**config.mk**
```make
export PLATFORM = sky130hd
export DESIGN_NAME = sppc_poll_io_control
export DESIGN_NICKNAME = d
export VERILOG_FILES = /design/src/sppc_pkg.sv /design/src/sppc_sync3.sv /design/src/sppc_poll_io_control.sv
export VERILOG_INCLUDE_DIRS = /design/src
export SDC_FILE = /design/constraint.sdc
export NUM_CORES = 1
export LEC_CHECK = 0
export BUFFER_PORTS_ARGS = -buffer_cell sky130_fd_sc_hd__buf_4
export CORE_MARGIN = 1
export CORE_UTILIZATION = 47
export DETAILED_ROUTE_END_ITERATION = 10
export PLACE_DENSITY = 0.68
export RECOVER_POWER = 100
export SLEW_MARGIN = 20
export SYNTH_ARGS = -nofsm -noshare
export SYNTH_HDL_FRONTEND = slang
export SYNTH_SLANG_ARGS = --single-unit
```
**constraint.sdc**
```tcl
create_clock -name clock -period 2.7 [get_ports clock]
set_input_delay 0.27 -clock clock [delete_from_list [all_inputs] [get_ports clock]]
set_output_delay 0.27 -clock clock [all_outputs]
set_load 0.01 [all_outputs]
```
**src/sppc_defs.svh**
```systemverilog
`ifndef SPPC_DEFS_SVH
`define SPPC_DEFS_SVH

// Bus bit positions shared by poll and status answers
`define SPPC_BIT_MODE      0
`define SPPC_BIT_ADDR_LO   1
`define SPPC_BIT_DCD       0
`define SPPC_BIT_TXAVAIL   3
`define SPPC_BIT_RING      4
`define SPPC_BIT_PARITY    5
`define SPPC_BIT_FRAMING   6
`define SPPC_BIT_OVERRUN   7

// Command decoder codes, bit order {a7, a6, a5, a0}
`define SPPC_CMD_MRESET    4'h2
`define SPPC_CMD_BREAK     4'h3

// Control flip-flop index carried in a0 and a5 of set/clear commands
`define SPPC_CTL_DTR       0
`define SPPC_CTL_RTS       1
`define SPPC_CTL_RX_ON     2
`define SPPC_CTL_TX_ON     3

// Reset values
`define SPPC_CTL_RST       4'h0
`define SPPC_BUS_RST       8'h00
`define SPPC_ERR_RST       3'h0

// Pulse widths in interface clocks
`define SPPC_DRR_CYCLES    1
`define SPPC_LOAD_CYCLES   1

`endif

```
**src/sppc_pkg.sv**
```systemverilog
package sppc_pkg;

  typedef logic [7:0] sppc_byte_t;
  typedef logic [3:0] sppc_addr_t;
  typedef logic [3:0] sppc_code_t;

  typedef enum logic [2:0] {
    SPPC_OP_NONE,
    SPPC_OP_MRESET,
    SPPC_OP_BREAK,
    SPPC_OP_SET,
    SPPC_OP_CLEAR
  } sppc_op_t;

endpackage

```
**src/sppc_sync3.sv**
```systemverilog
`timescale 1ns/1ps

module sppc_sync3 #(
  parameter int WIDTH = 1
) (
  input  wire logic             clock,
  input  wire logic             srst,
  input  wire logic [WIDTH-1:0] async_in,
  output logic      [WIDTH-1:0] sync_out
);

  logic [WIDTH-1:0] s1_reg;
  logic [WIDTH-1:0] s2_reg;
  logic [WIDTH-1:0] s3_reg;
  logic [WIDTH-1:0] out_reg;
  logic [WIDTH-1:0] out_next;

  if (WIDTH < 1) begin : g_chk
    $error("sppc_sync3 needs WIDTH of at least one");
  end

  // A bit changes only once the second and third stages agree
  always_comb begin
    for (int i = 0; i < WIDTH; i++) begin
      out_next[i] = (s2_reg[i] == s3_reg[i]) ? s3_reg[i] : out_reg[i];
    end
  end

  always_ff @(posedge clock) begin
    if (srst) begin
      s1_reg  <= '0;
      s2_reg  <= '0;
      s3_reg  <= '0;
      out_reg <= '0;
    end else begin
      s1_reg  <= async_in;
      s2_reg  <= s1_reg;
      s3_reg  <= s2_reg;
      out_reg <= out_next;
    end
  end

  assign sync_out = out_reg;

endmodule

```
**src/sppc_poll_io_control.sv**
```systemverilog
`timescale 1ns/1ps
`include "sppc_defs.svh"


module sppc_poll_io_control
  import sppc_pkg::*;
(
  input  wire logic       clock,
  input  wire logic       srst,
  input  wire sppc_addr_t card_addr,
  input  wire logic       poll_in,
  input  wire logic       stat_cmd,
  input  wire logic       data_transfer_command,
  input  wire sppc_byte_t proc_addr_lines,
  input  wire logic       rx_data_ready,
  input  wire sppc_byte_t rx_char,
  input  wire logic       parity_fault,
  input  wire logic       framing_fault,
  input  wire logic       overrun_fault,
  input  wire logic       holding_reg_empty,
  input  wire logic       shift_reg_empty,
  input  wire logic       clear_to_send,
  input  wire logic       line_detect,
  input  wire logic       ring_indicator,
  input  wire logic       break_active,
  output sppc_byte_t      host_data_bus,
  output logic            host_data_bus_oe,
  output logic            poll_out,
  output logic            data_received_reset_n,
  output logic            holding_reg_load_n,
  output sppc_byte_t      tx_char,
  output sppc_byte_t      tx_shift_char,
  output logic            tx_shift_start,
  output logic            data_terminal_ready,
  output logic            request_to_send,
  output logic            receiver_disable,
  output logic            break_trigger,
  output logic            uart_reset
);

  // Pin synchronisers
  logic [8:0] pins_s;
  logic       dr_s;
  logic       holding_reg_empty_s;
  logic       tre_s;
  logic       cts_s;
  logic       dcd_s;
  logic       ring_s;
  logic       brk_s;
  logic [2:0] faults_s;

  sppc_sync3 #(
    .WIDTH (9)
  ) u_sync (
    .clock    (clock),
    .srst     (srst),
    .async_in ({overrun_fault, framing_fault, parity_fault, break_active,
                ring_indicator, line_detect, clear_to_send, shift_reg_empty,
                holding_reg_empty}),
    .sync_out (pins_s)
  );

  assign holding_reg_empty_s   = pins_s[0];
  assign tre_s    = pins_s[1];
  assign cts_s    = pins_s[2];
  assign dcd_s    = pins_s[3];
  assign ring_s   = pins_s[4];
  assign brk_s    = pins_s[5];
  assign faults_s = pins_s[8:6];

  // Data-ready gets its own three-stage synchroniser so the receiver flags see it
  sppc_sync3 #(
    .WIDTH (1)
  ) u_sync_dr (
    .clock    (clock),
    .srst     (srst),
    .async_in (rx_data_ready),
    .sync_out (dr_s)
  );

  function automatic logic addr_match(input sppc_byte_t a, input sppc_addr_t strap);
    addr_match = (a[4:1] ~^ strap) == 4'hF;
  endfunction

  function automatic sppc_op_t decode_op(input sppc_code_t code);
    if (code[3]) begin
      decode_op = code[2] ? SPPC_OP_CLEAR : SPPC_OP_SET;
    end else if (code == `SPPC_CMD_MRESET) begin
      decode_op = SPPC_OP_MRESET;
    end else if (code == `SPPC_CMD_BREAK) begin
      decode_op = SPPC_OP_BREAK;
    end else begin
      decode_op = SPPC_OP_NONE;
    end
  endfunction

  // Control flip-flops and command decoder
  logic [3:0] ctl_reg;
  logic [3:0] ctl_next;
  sppc_code_t code_reg;
  sppc_code_t code_next;
  logic       code_valid_reg;
  logic       code_valid_next;
  logic       brk_trig_reg;
  logic       brk_trig_next;
  logic       mreset_reg;
  logic       mreset_next;
  sppc_op_t   op;
  logic       stat_hit;
  logic [1:0] ctl_idx;

  assign stat_hit = stat_cmd && addr_match(proc_addr_lines, card_addr);
  assign op       = code_valid_reg ? decode_op(code_reg) : SPPC_OP_NONE;
  assign ctl_idx  = {code_reg[1], code_reg[0]};

  always_comb begin
    ctl_next        = ctl_reg;
    code_next       = code_reg;
    code_valid_next = 1'b0;
    brk_trig_next   = 1'b0;
    mreset_next     = 1'b0;
    if (stat_hit) begin
      code_next       = {proc_addr_lines[7:5], proc_addr_lines[0]};
      code_valid_next = 1'b1;
    end
    unique case (op)
      SPPC_OP_MRESET: begin
        ctl_next    = `SPPC_CTL_RST;
        mreset_next = 1'b1;
      end
      SPPC_OP_BREAK: brk_trig_next = 1'b1;
      SPPC_OP_SET:   ctl_next[ctl_idx] = 1'b1;
      SPPC_OP_CLEAR: ctl_next[ctl_idx] = 1'b0;
      SPPC_OP_NONE:  ctl_next = ctl_reg;
    endcase
  end

  always_ff @(posedge clock) begin
    if (srst) begin
      ctl_reg        <= `SPPC_CTL_RST;
      code_reg       <= 4'h0;
      code_valid_reg <= 1'b0;
      brk_trig_reg   <= 1'b0;
      mreset_reg     <= 1'b0;
    end else begin
      ctl_reg        <= ctl_next;
      code_reg       <= code_next;
      code_valid_reg <= code_valid_next;
      brk_trig_reg   <= brk_trig_next;
      mreset_reg     <= mreset_next;
    end
  end

  // Ready and select flags
  logic rx_ready_reg;
  logic rx_ready_next;
  logic rx_sel_reg;
  logic rx_sel_next;
  logic tx_ready_reg;
  logic tx_ready_next;
  logic tx_sel_reg;
  logic tx_sel_next;
  logic tx_ready_eff;
  logic rx_on;
  logic tx_on;
  logic poll_rx;
  logic poll_tx;
  logic xfer_rx;
  logic xfer_tx;
  logic kill;

  assign rx_on   = ctl_reg[`SPPC_CTL_RX_ON];
  assign tx_on   = ctl_reg[`SPPC_CTL_TX_ON];
  assign kill    = (op == SPPC_OP_MRESET);
  // Gated without a clock so turning off or a break wins at once
  assign tx_ready_eff = tx_ready_reg && tx_on && !brk_s;
  assign poll_rx = poll_in && rx_ready_reg;
  assign poll_tx = poll_in && !rx_ready_reg && tx_ready_eff;
  assign xfer_rx = data_transfer_command && rx_sel_reg;
  assign xfer_tx = data_transfer_command && tx_sel_reg && !rx_sel_reg;

  always_comb begin
    rx_ready_next = rx_on && dr_s;
    rx_sel_next   = rx_sel_reg || poll_rx;
    if (!rx_on || !dr_s) begin
      rx_sel_next = 1'b0;
    end
    tx_ready_next = tx_on && !brk_s && cts_s && holding_reg_empty_s;
    tx_sel_next   = (tx_sel_reg || poll_tx) && !xfer_tx;
    if (!tx_ready_eff) begin
      tx_sel_next = 1'b0;
    end
    if (kill) begin
      rx_ready_next = 1'b0;
      rx_sel_next   = 1'b0;
      tx_ready_next = 1'b0;
      tx_sel_next   = 1'b0;
    end
  end

  always_ff @(posedge clock) begin
    if (srst) begin
      rx_ready_reg <= 1'b0;
      rx_sel_reg   <= 1'b0;
      tx_ready_reg <= 1'b0;
      tx_sel_reg   <= 1'b0;
    end else begin
      rx_ready_reg <= rx_ready_next;
      rx_sel_reg   <= rx_sel_next;
      tx_ready_reg <= tx_ready_next;
      tx_sel_reg   <= tx_sel_next;
    end
  end

  // Error latch loads as the receiver drops its ready flag
  logic [2:0] err_reg;
  logic [2:0] err_next;

  always_comb begin
    err_next = err_reg;
    if (rx_ready_reg && !rx_ready_next) begin
      err_next = faults_s;
    end
    if (kill) begin
      err_next = `SPPC_ERR_RST;
    end
  end

  always_ff @(posedge clock) begin
    if (srst) begin
      err_reg <= `SPPC_ERR_RST;
    end else begin
      err_reg <= err_next;
    end
  end

  // Data bus answers, registered so the bus comes from flip-flops
  sppc_byte_t bus_reg;
  sppc_byte_t bus_next;
  logic       bus_oe_reg;
  logic       bus_oe_next;
  logic       poll_out_reg;
  logic       poll_out_next;

  always_comb begin
    bus_next      = `SPPC_BUS_RST;
    bus_oe_next   = 1'b0;
    poll_out_next = poll_in && !rx_ready_reg && !tx_ready_eff;
    if (xfer_rx) begin
      bus_next    = rx_char;
      bus_oe_next = 1'b1;
    end else if (poll_rx || poll_tx) begin
      bus_next[`SPPC_BIT_ADDR_LO +: 4] = card_addr;
      bus_next[`SPPC_BIT_MODE]         = poll_rx;
      bus_next[7:5]                    = err_reg;
      bus_oe_next                      = 1'b1;
    end else if (stat_hit) begin
      bus_next[`SPPC_BIT_DCD]     = dcd_s;
      bus_next[`SPPC_BIT_TXAVAIL] = cts_s && holding_reg_empty_s && tre_s;
      bus_next[`SPPC_BIT_RING]    = ring_s;
      bus_next[7:5]               = err_reg;
      bus_oe_next                 = 1'b1;
    end
  end

  always_ff @(posedge clock) begin
    if (srst) begin
      bus_reg      <= `SPPC_BUS_RST;
      bus_oe_reg   <= 1'b0;
      poll_out_reg <= 1'b0;
    end else begin
      bus_reg      <= bus_next;
      bus_oe_reg   <= bus_oe_next;
      poll_out_reg <= poll_out_next;
    end
  end

  // Strobes to the receiver-transmitter and the transmit staging
  logic       drr_n_reg;
  logic       drr_n_next;
  logic       load_n_reg;
  logic       load_n_next;
  sppc_byte_t tx_char_reg;
  sppc_byte_t tx_char_next;
  sppc_byte_t shift_char_reg;
  sppc_byte_t shift_char_next;
  logic       shift_start_reg;
  logic       shift_start_next;
  logic       pend_reg;
  logic       pend_next;

  always_comb begin
    drr_n_next       = !xfer_rx;
    load_n_next      = !xfer_tx;
    tx_char_next     = xfer_tx ? proc_addr_lines : tx_char_reg;
    shift_char_next  = shift_char_reg;
    shift_start_next = 1'b0;
    pend_next        = pend_reg || (!load_n_reg && load_n_next);
    // Waiting for the shifter keeps the character in the holding stage
    if (pend_next && tre_s && !shift_start_reg) begin
      shift_char_next  = tx_char_reg;
      shift_start_next = 1'b1;
      pend_next        = 1'b0;
    end
    if (kill) begin
      pend_next = 1'b0;
    end
  end

  always_ff @(posedge clock) begin
    if (srst) begin
      drr_n_reg       <= 1'b1;
      load_n_reg      <= 1'b1;
      tx_char_reg     <= `SPPC_BUS_RST;
      shift_char_reg  <= `SPPC_BUS_RST;
      shift_start_reg <= 1'b0;
      pend_reg        <= 1'b0;
    end else begin
      drr_n_reg       <= drr_n_next;
      load_n_reg      <= load_n_next;
      tx_char_reg     <= tx_char_next;
      shift_char_reg  <= shift_char_next;
      shift_start_reg <= shift_start_next;
      pend_reg        <= pend_next;
    end
  end

  assign host_data_bus         = bus_reg;
  assign host_data_bus_oe      = bus_oe_reg;
  assign poll_out              = poll_out_reg;
  assign data_received_reset_n = drr_n_reg;
  assign holding_reg_load_n    = load_n_reg;
  assign tx_char               = tx_char_reg;
  assign tx_shift_char         = shift_char_reg;
  assign tx_shift_start        = shift_start_reg;
  assign data_terminal_ready   = ctl_reg[`SPPC_CTL_DTR];
  assign request_to_send       = ctl_reg[`SPPC_CTL_RTS];
  assign receiver_disable      = ~ctl_reg[`SPPC_CTL_RX_ON];
  assign break_trigger         = brk_trig_reg;
  assign uart_reset            = mreset_reg;

endmodule

```
==> flow_metrics.env, run 1 <==
export IMPL_place_ws_ns=1.25
export IMPL_syn_avg_cell_area_um2=9.79
export IMPL_p_comb_frac=0.047
export IMPL_maxSlewViolCount=41
export IMPL_htreeDepth=3
export IMPL_grt_max_degree=59
export IMPL_root_buffer="clkbuf_8"
export IMPL_required_ns=2.88
export IMPL_rrSetupSlack_ns=0.94
export IMPL_synth_net_count=364
export IMPL_crit_fanout=58
export IMPL_die_w_um=84.8
export IMPL_worst_pin_slew_ns=1.54
export IMPL_cts_made_buffers=9
export IMPL_setup_worst_path_class="input pin to flip-flop"
export IMPL_vias=2428
export IMPL_status="finished with violations"
export IMPL_syn_area_um2=3220
export IMPL_hold_path_class="input pin to flip-flop"
export IMPL_synth_edf_count=0
export IMPL_insertion_delay_ns=0.35
export IMPL_fin_cells=477
export IMPL_switchingPower_uw=535
export IMPL_relSlewSlack=-0.0290
export IMPL_grt_pass1_wl_mm=10.1
export IMPL_postRouteWirelength_mm=6.19
export IMPL_drive_above_1_share=0.143
export IMPL_yosys_register_bits=88
export IMPL_swShare=0.235
export IMPL_setup_slack_ns=0.891
export IMPL_fin_setup_tns_ns=0
export IMPL_vdd_ir_drop_max_mv=0.410
export IMPL_die_area_um2=7190
export IMPL_yosysUniqueCellTypes=47
export IMPL_first_pass_iters=10
export IMPL_leakagePower_uw=0.00132
export IMPL_cts_resized=0
export IMPL_cts_setup_buffers=0
export IMPL_nNetsFinal=430
export IMPL_maxCapViolCount=1
export IMPL_fmax_mhz=553
export IMPL_cts_sinks=88
export IMPL_dieHeight_um=84.8
export IMPL_synth_warnings=0
export IMPL_port_buffer_count=68
export IMPL_async_reset_ff_frac=0
export IMPL_p_int_uw=1740
export IMPL_arrival_ns=1.99
export IMPL_place_congestion=0.753
export IMPL_antenna_found_initial=0
export IMPL_ant_nets=0
export IMPL_timing_final_crit_share=0.670
export IMPL_placed_cells=461
export IMPL_rows=29
export IMPL_power_density_nw_per_um2=603
export IMPL_drt_iter0_drc=132
export IMPL_hold_buffers=0
export IMPL_pin_count=69
export IMPL_rsz0062_at_grt="no"
export IMPL_drc=7
export IMPL_routed_via_density=5.09
export IMPL_crit_path_start_kind="input pin"
export IMPL_p_clk_frac=0.371
export IMPL_diodes=0
export IMPL_layout_common_cells="dfxtp_1 (88), nor2b_1 (36), clkbuf_1 (36)"
export IMPL_wire_per_inst_um=13.0
export IMPL_ys_seq_area_frac=0.547
export IMPL_area_growth_syn_to_layout_pct=17.2
export IMPL_initial_utilization=0.496
export IMPL_path_clk_slew_ns=0.09
export IMPL_violations="design-rule violations, max-capacitance violations, max-slew violations"
export IMPL_hold_viol_final=0
export IMPL_track_usage=0.182
export IMPL_p_seq_frac=0.582
export IMPL_grt_overflow=0
export IMPL_cts_path_max_buffers=2
export IMPL_post_route_min_period_ns=1.81
export IMPL_dp_hpwl_mm=4.27
export IMPL_synth_ff_type="dfxtp_1"
export IMPL_setup_violations=0
export IMPL_core_um2=6490
export IMPL_num_fill_cells=597
export IMPL_p_total_uw=2280
export IMPL_clock_skew_ns=0.0109
export IMPL_grt_pass1_vias=2168
export IMPL_cts_tree="done"
export IMPL_critPathCaptureType="flip-flop"
export IMPL_final_common_cell="dfxtp_1"
export IMPL_synth_cells=329
-- layer usage --
metal  share of wire  routed length, um  GRT usage  up-vias
li1                -                  -          -     1245
met4          0.0061                 38     0.0508        0
met2            0.46               2870      0.290       61
met1            0.48               2980      0.232     1118
met5               0                  0          0        -
met3           0.049                301     0.0708        4
-- kinds of logic after synthesis --
family                    count (synthesis)  share of synthesized area
AOI/OAI and AO/OA                        66                      0.125
xor gates and xnor gates                  4                     0.0109
buffers and inverters                    21                     0.0291
DFF                                      88                      0.547
muxes                                     9                     0.0280
and+or+nand+nor                         141                      0.260
-- path summary, 6_finish.rpt --
check,startpoint,end,cells past startpoint
max,srst,u_sync.s1_reg[1],3
min,rx_data_ready,u_sync_dr.s1_reg,2
max reg2reg,ctl_reg[3],host_data_bus[0],4
min reg2reg,u_sync_dr.s1_reg,u_sync_dr.s2_reg,1
-- cell type report --
class | instances | area [um^2] | area share
clock buffer | 10 | 138 | 0.0365
tap | 77 | 96.3 | 0.0255
clock inverter | 6 | 51.3 | 0.0136
multi-input combinational | 220 | 1320 | 0.348
inverter | 6 | 22.5 | 0.00597
sequential | 88 | 1760 | 0.467
timing repair buffer | 70 | 390 | 0.103
-- per-stage QoR --
step	area, um^2	hold WS [ns]	util
global placement	3770	0.416	0.581
floorplan	3220	0.398	-
CTS	3960	0.105	0.610
detailed placement	3770	0.425	0.581
finish	3770	0.126	0.581
global route	3770	0.0973	0.581
-- Yosys cell counts (2+ instances only) --
library cell / number / share of area
o21ai_0: 12 / 0.019
nand3_1: 5 / 0.0078
and2_4: 2 / 0.0054
nand4_1: 6 / 0.012
clkbuf_1: 10 / 0.012
nand3b_1: 3 / 0.0070
or3_1: 4 / 0.0078
mux2i_1: 9 / 0.028
o21bai_1: 3 / 0.0070
nand2b_1: 19 / 0.037
dfxtp_1: 88 / 0.55
o31ai_2: 4 / 0.016
nand4b_1: 5 / 0.014
a211oi_1: 2 / 0.0047
inv_1: 5 / 0.0058
nand2_1: 35 / 0.041
a21o_1: 2 / 0.0047
o21ai_1: 5 / 0.0078
nor3_1: 7 / 0.011
nor2b_1: 36 / 0.070
xor2_1: 3 / 0.0082
a21oi_1: 31 / 0.048
clkbuf_2: 2 / 0.0031
nor2_1: 8 / 0.0093
-- worst max-delay path, stage by stage --
cell      delay, ns
buf_4          0.40
clkbuf_1       1.17
nor2b_1        0.10
-- power groups by stage --
stage | Combinational [uW] | Clock [uW] | Sequential, uW
after floorplan | 56.7 | 0 | 1350
after CTS | 112 | 875 | 1330
final | 107 | 844 | 1330
after detailed placement | 111 | 0 | 1360
after global routing | 116 | 931 | 1330
after global placement | 110 | 0 | 1360
No activity file was read; power rests on OpenSTA's default activity.
==> run 2, diff against run 1 <==
Settings changed: ABC_AREA set to 1.
Clock period 2.7 ns to 1.75 ns, I/O delays scaled along.
==> flow_metrics.env, run 2 <==
export IMPL_fin_setup_tns_ns=0
export IMPL_diodes=0
export IMPL_initial_utilization=0.500
export IMPL_power_density_nw_per_um2=980
export IMPL_vias=2765
export IMPL_dieHeight_um=85.1
export IMPL_arrival_ns=1.62
export IMPL_synth_edf_count=0
export IMPL_leakagePower_uw=0.00172
export IMPL_antenna_found_initial=0
export IMPL_cts_resized=0
export IMPL_synthTopCellsByCount="dfxtp_1 (88), nand2_1 (74), inv_1 (67), nor2_1 (64), a21oi_1 (31)"
export IMPL_hold_buffers=0
export IMPL_grt_max_degree=32
export IMPL_synth_area_leaders="dfxtp_1 (54%), nand2_1 (8.5%), inv_1 (7.7%)"
export IMPL_async_reset_ff_frac=0
export IMPL_cts_setup_buffers=0
export IMPL_vdd_ir_drop_max_mv=0.567
export IMPL_synth_ff_type="dfxtp_1"
export IMPL_yosysUniqueCellTypes=28
export IMPL_post_route_min_period_ns=1.35
export IMPL_grt_overflow=0
export IMPL_drc=0
export IMPL_final_common_cell="dfxtp_1"
export IMPL_wire_per_inst_um=11.6
export IMPL_yosys_register_bits=88
export IMPL_grt_pass1_wl_mm=11.1
export IMPL_cts_sinks=88
export IMPL_drive_above_1_share=0.132
export IMPL_clock_skew_ns=0.00708
export IMPL_ant_nets=0
export IMPL_die_area_um2=7250
export IMPL_relSlewSlack=0.185
export IMPL_rows=29
export IMPL_ys_seq_area_frac=0.542
export IMPL_yosysTopAreaCell="dfxtp_1"
export IMPL_routed_via_density=4.87
export IMPL_status="complete, no violations"
export IMPL_nNetsFinal=521
export IMPL_drt_iter0_drc=73
export IMPL_cts_path_max_buffers=2
export IMPL_synth_cells=413
export IMPL_fmax_mhz=742
export IMPL_root_buffer="clkbuf_8"
export IMPL_die_w_um=85.1
export IMPL_pin_count=69
export IMPL_maxCapViolCount=0
export IMPL_insertion_delay_ns=0.34
export IMPL_synth_warnings=0
export IMPL_syn_avg_cell_area_um2=7.87
export IMPL_cts_tree="done"
export IMPL_timing_final_crit_share=0.770
export IMPL_path_clk_slew_ns=0.08
export IMPL_port_buffer_count=68
export IMPL_area_growth_syn_to_layout_pct=20.4
export IMPL_layout_common_cells="dfxtp_1 (88), nand2_1 (74), inv_1 (69)"
export IMPL_required_ns=2.03
export IMPL_setup_worst_path_class="flip-flop to flip-flop"
export IMPL_track_usage=0.197
export IMPL_critPathCaptureType="flip-flop"
export IMPL_final_util=0.603
export IMPL_htreeDepth=3
export IMPL_hold_path_class="input pin to flip-flop"
export IMPL_grt_pass1_vias=2493
export IMPL_core_um2=6490
export IMPL_yosysMostFrequentCell="dfxtp_1"
export IMPL_worst_pin_slew_ns=1.22
export IMPL_rsz0062_at_grt="no"
export IMPL_first_pass_iters=4
export IMPL_synth_net_count=448
export IMPL_dp_hpwl_mm=4.89
export IMPL_syn_area_um2=3250
export IMPL_hold_viol_final=0
export IMPL_cts_made_buffers=9
export IMPL_maxSlewViolCount=0
export IMPL_crit_fanout=10
export IMPL_setup_violations=0
export IMPL_synth_top_area_share=0.542
export IMPL_crit_path_start_kind="flip-flop"
export IMPL_postRouteWirelength_mm=6.62
export IMPL_place_congestion=0.807
-- run 2: changes by cell type in the layout (fill, tap and decap cells not counted), moves of 9 or more --
cell	before	now
inv_1	5	69
nor2_1	8	66
nand3_1	5	24
nor2b_1	36	0
nand2_1	35	74
mux2i_1	9	0
nand2b_1	19	0
-- run 2: final cells by class --
cell class                 instances  area (um^2)
clock buffer                      10          128
clock inverter                     6          108
fill                             634         2580
inverter                          72          270
multi-input combinational        243         1140
sequential                        88         1760
tap                               77         96.3
timing repair buffer              72          405
-- run 2: metal layers --
metal	share of wire	wire, um	up-vias	track usage
li1	-	-	1435	-
met1	0.46	3010	1258	0.242
met2	0.48	3180	57	0.329
met3	0.042	280	15	0.0409
met4	0.022	144	0	0.100
met5	0	0	-	0
-- run 2: cell families after synthesis --
| kind of cell | Yosys count | synth area share |
|---|---|---|
| AO/OA/AOI/OAI | 69 | 0.128 |
| buffers and inverters | 82 | 0.0974 |
| flip-flops | 88 | 0.542 |
| AND/OR/NAND/NOR | 174 | 0.232 |
-- run 2: critical path, stage by stage (launching register included) --
cell,delay (ns)
dfxtp_1,0.33
nand2_1,0.05
nor2_1,0.39
o21bai_4,0.19
nand2_4,0.15
nand2_1,0.06
a21oi_1,0.12
-- run 2: power by group --
part           switching, uW  internal (uW)
combinational           98.0           78.0
clock                    670            944
sequential              13.3           2030
-- run 2: worst paths after layout --
| check | from | depth (start not counted) | to | slack (ns) |
|---|---|---|---|---|
| setup / recovery | tx_sel_reg | 6 | tx_shift_char[3] | 0.40 |
| hold / removal | rx_char[1] | 3 | host_data_bus[1] | 0.03 |
| setup reg to reg | tx_sel_reg | 6 | tx_shift_char[3] | 0.40 |
| hold reg to reg | u_sync.s1_reg[6] | 2 | u_sync.s2_reg[6] | 0.40 |
-- run 2: through the flow --
stage               total power (uW)  hold WS (ns)  area, um^2  worst slack (ns)  cells
global placement                2270         0.374        3840             0.468    552
finish                          3840        0.0274        3910             0.403    568
CTS                             3880        0.0153        4080             0.423    568
global route                    3990       0.00587        3910             0.171    568
floorplan                       2190         0.282        3250             0.728    413
detailed placement              2280         0.380        3840             0.441    552
==> run 3, diff against run 2 <==
Clock period 1.75 ns to 1.4 ns, I/O delays scaled along.
==> flow_metrics.env, run 3 (synthesis gave the netlist of run 2 again) <==
export IMPL_port_buffer_count=68
export IMPL_cts_tree="done"
export IMPL_worst_pin_slew_ns=0.930
export IMPL_place_congestion=0.842
export IMPL_critPathBufInv=1
export IMPL_timing_rr_start="u_sync.sync_out[1]"
export IMPL_multiInputGateArea_um2=1160
export IMPL_critPathCaptureType="flip-flop"
export IMPL_htreeDepth=3
export IMPL_diodes=0
export IMPL_pin_count=69
export IMPL_area_growth_syn_to_layout_pct=24.5
export IMPL_max_stage_delay_ns=0.37
export IMPL_vdd_ir_drop_max_mv=0.706
export IMPL_num_fill_cells=623
export IMPL_cts_path_max_buffers=2
export IMPL_status="complete, no violations"
export IMPL_wire_per_inst_um=12.0
export IMPL_postRouteWirelength_mm=7.02
export IMPL_arrival_ns=1.43
export IMPL_grt_use_met2=0.357
export IMPL_drc=0
export IMPL_clock_skew_ns=0.0112
export IMPL_fin_setup_tns_ns=0
export IMPL_rsz0062_at_grt="no"
export IMPL_path_clk_slew_ns=0.09
export IMPL_required_ns=1.60
export IMPL_hold_viol_final=0
export IMPL_rrSetupSlack_ns=0.16
export IMPL_vias=2774
export IMPL_maxCapViolCount=0
export IMPL_fmax_mhz=809
export IMPL_final_area_um2=4050
export IMPL_cts_setup_buffers=0
export IMPL_whs_endpoint="tx_char[0]"
export IMPL_regArea_um2=1760
export IMPL_final_util=0.623
export IMPL_track_usage=0.207
export IMPL_timing_final_crit_share=0.883
export IMPL_grt_pass1_vias=2597
export IMPL_routed_via_density=4.74
export IMPL_cts_made_buffers=9
export IMPL_hold_path_class="input pin to flip-flop"
export IMPL_grt_busiest_layer="met2"
export IMPL_grt_max_degree=48
export IMPL_nNetsFinal=538
export IMPL_drt_iter0_drc=150
export IMPL_setup_violations=0
export IMPL_maxSlewViolCount=0
export IMPL_hold_buffers=14
export IMPL_ff2ff_path_depth=5
export IMPL_grt_use_met3=0.0516
export IMPL_grtUsageMet1=0.245
export IMPL_antenna_found_initial=0
export IMPL_leakagePower_uw=0.00177
export IMPL_grt_overflow=0
export IMPL_power_density_nw_per_um2=1120
export IMPL_timing_rr_end="tx_shift_char[6]"
export IMPL_setup_worst_path_class="flip-flop to flip-flop"
export IMPL_fin_cells=585
export IMPL_dpl_instance_area_um2=3860
export IMPL_final_common_cell="dfxtp_1"
export IMPL_crit_chain="inv_1, nor2_2, nand2_4, nand2_1, a21oi_1"
export IMPL_drive_above_1_share=0.138
export IMPL_post_route_min_period_ns=1.24
export IMPL_rows=29
export IMPL_min_delay_path_depth=3
export IMPL_core_um2=6490
export IMPL_relSlewSlack=0.380
export IMPL_die_area_um2=7250
export IMPL_dieHeight_um=85.1
export IMPL_cts_resized=0
export IMPL_cpMaxStageDelayCell="dfxtp_1"
export IMPL_first_pass_iters=4
export IMPL_hp_start="proc_addr_lines[0]"
export IMPL_ant_nets=0
export IMPL_dp_hpwl_mm=4.89
export IMPL_die_w_um=85.1
export IMPL_startpoint="u_sync.sync_out[1]"
export IMPL_insertion_delay_ns=0.35
export IMPL_crit_fanout=10
export IMPL_layout_common_cells="dfxtp_1 (88), nand2_1 (75), inv_1 (68)"
export IMPL_placed_cells=555
export IMPL_initial_utilization=0.500
export IMPL_cts_sinks=88
export IMPL_grt_pass1_wl_mm=11.7
export IMPL_root_buffer="clkbuf_8"
export IMPL_cp_top_family="simple AND/OR/NAND/NOR gates"
export IMPL_crit_path_start_kind="flip-flop"
==> run 3: final cells by class <==
cell class                      instances  area share
Clock buffer                           11      0.0349
Clock inverter                          5      0.0139
Inverter                               72      0.0668
Multi-Input combinational cell        243       0.286
Sequential cell                        88       0.435
Tap cell                               77      0.0238
Timing Repair Buffer                   89       0.139
==> run 3: stage by stage <==
stage / setup WS, ns / hold slack (ns) / total power (uW)
floorplan: 0.378 / 0.247 / 2730
global placement: 0.202 / 0.338 / 2850
detailed placement: 0.200 / 0.343 / 2850
CTS: 0.188 / 0.00651 / 4600
global route: 0.0412 / 0.0114 / 4740
finish: 0.164 / 0.0263 / 4540
==> run 3: worst max path at each step <==
stage,to,slack (ns),cells after the start
global placement,host_data_bus[5],0.20,6
floorplan,tx_shift_char[0],0.38,5
detailed placement,tx_shift_char[1],0.20,5
CTS,tx_shift_char[6],0.19,5
finish,tx_shift_char[6],0.16,5
global route,tx_shift_char[6],0.04,6
==> run 3: routing by layer <==
metal,up-vias,wire length [um]
li1,1465,-
met5,-,0
met1,1227,3200
met3,13,322
met2,69,3340
met4,0,146
==> run 3: where the power goes <==
| part | switching (uW) | leakage, uW | internal, uW |
|---|---|---|---|
| sequential | 17.0 | 0.000714 | 2540 |
| combinational | 136 | 0.000959 | 127 |
| clock | 845 | 0.0000993 | 871 |
| total | 999 | 0.00177 | 3540 |
==> run 3: worst min-delay path: cells and delay by family <==
kind	cells	cell delay, ns
and+or+nand+nor	2	0.12
buffers and inverters	1	0.08
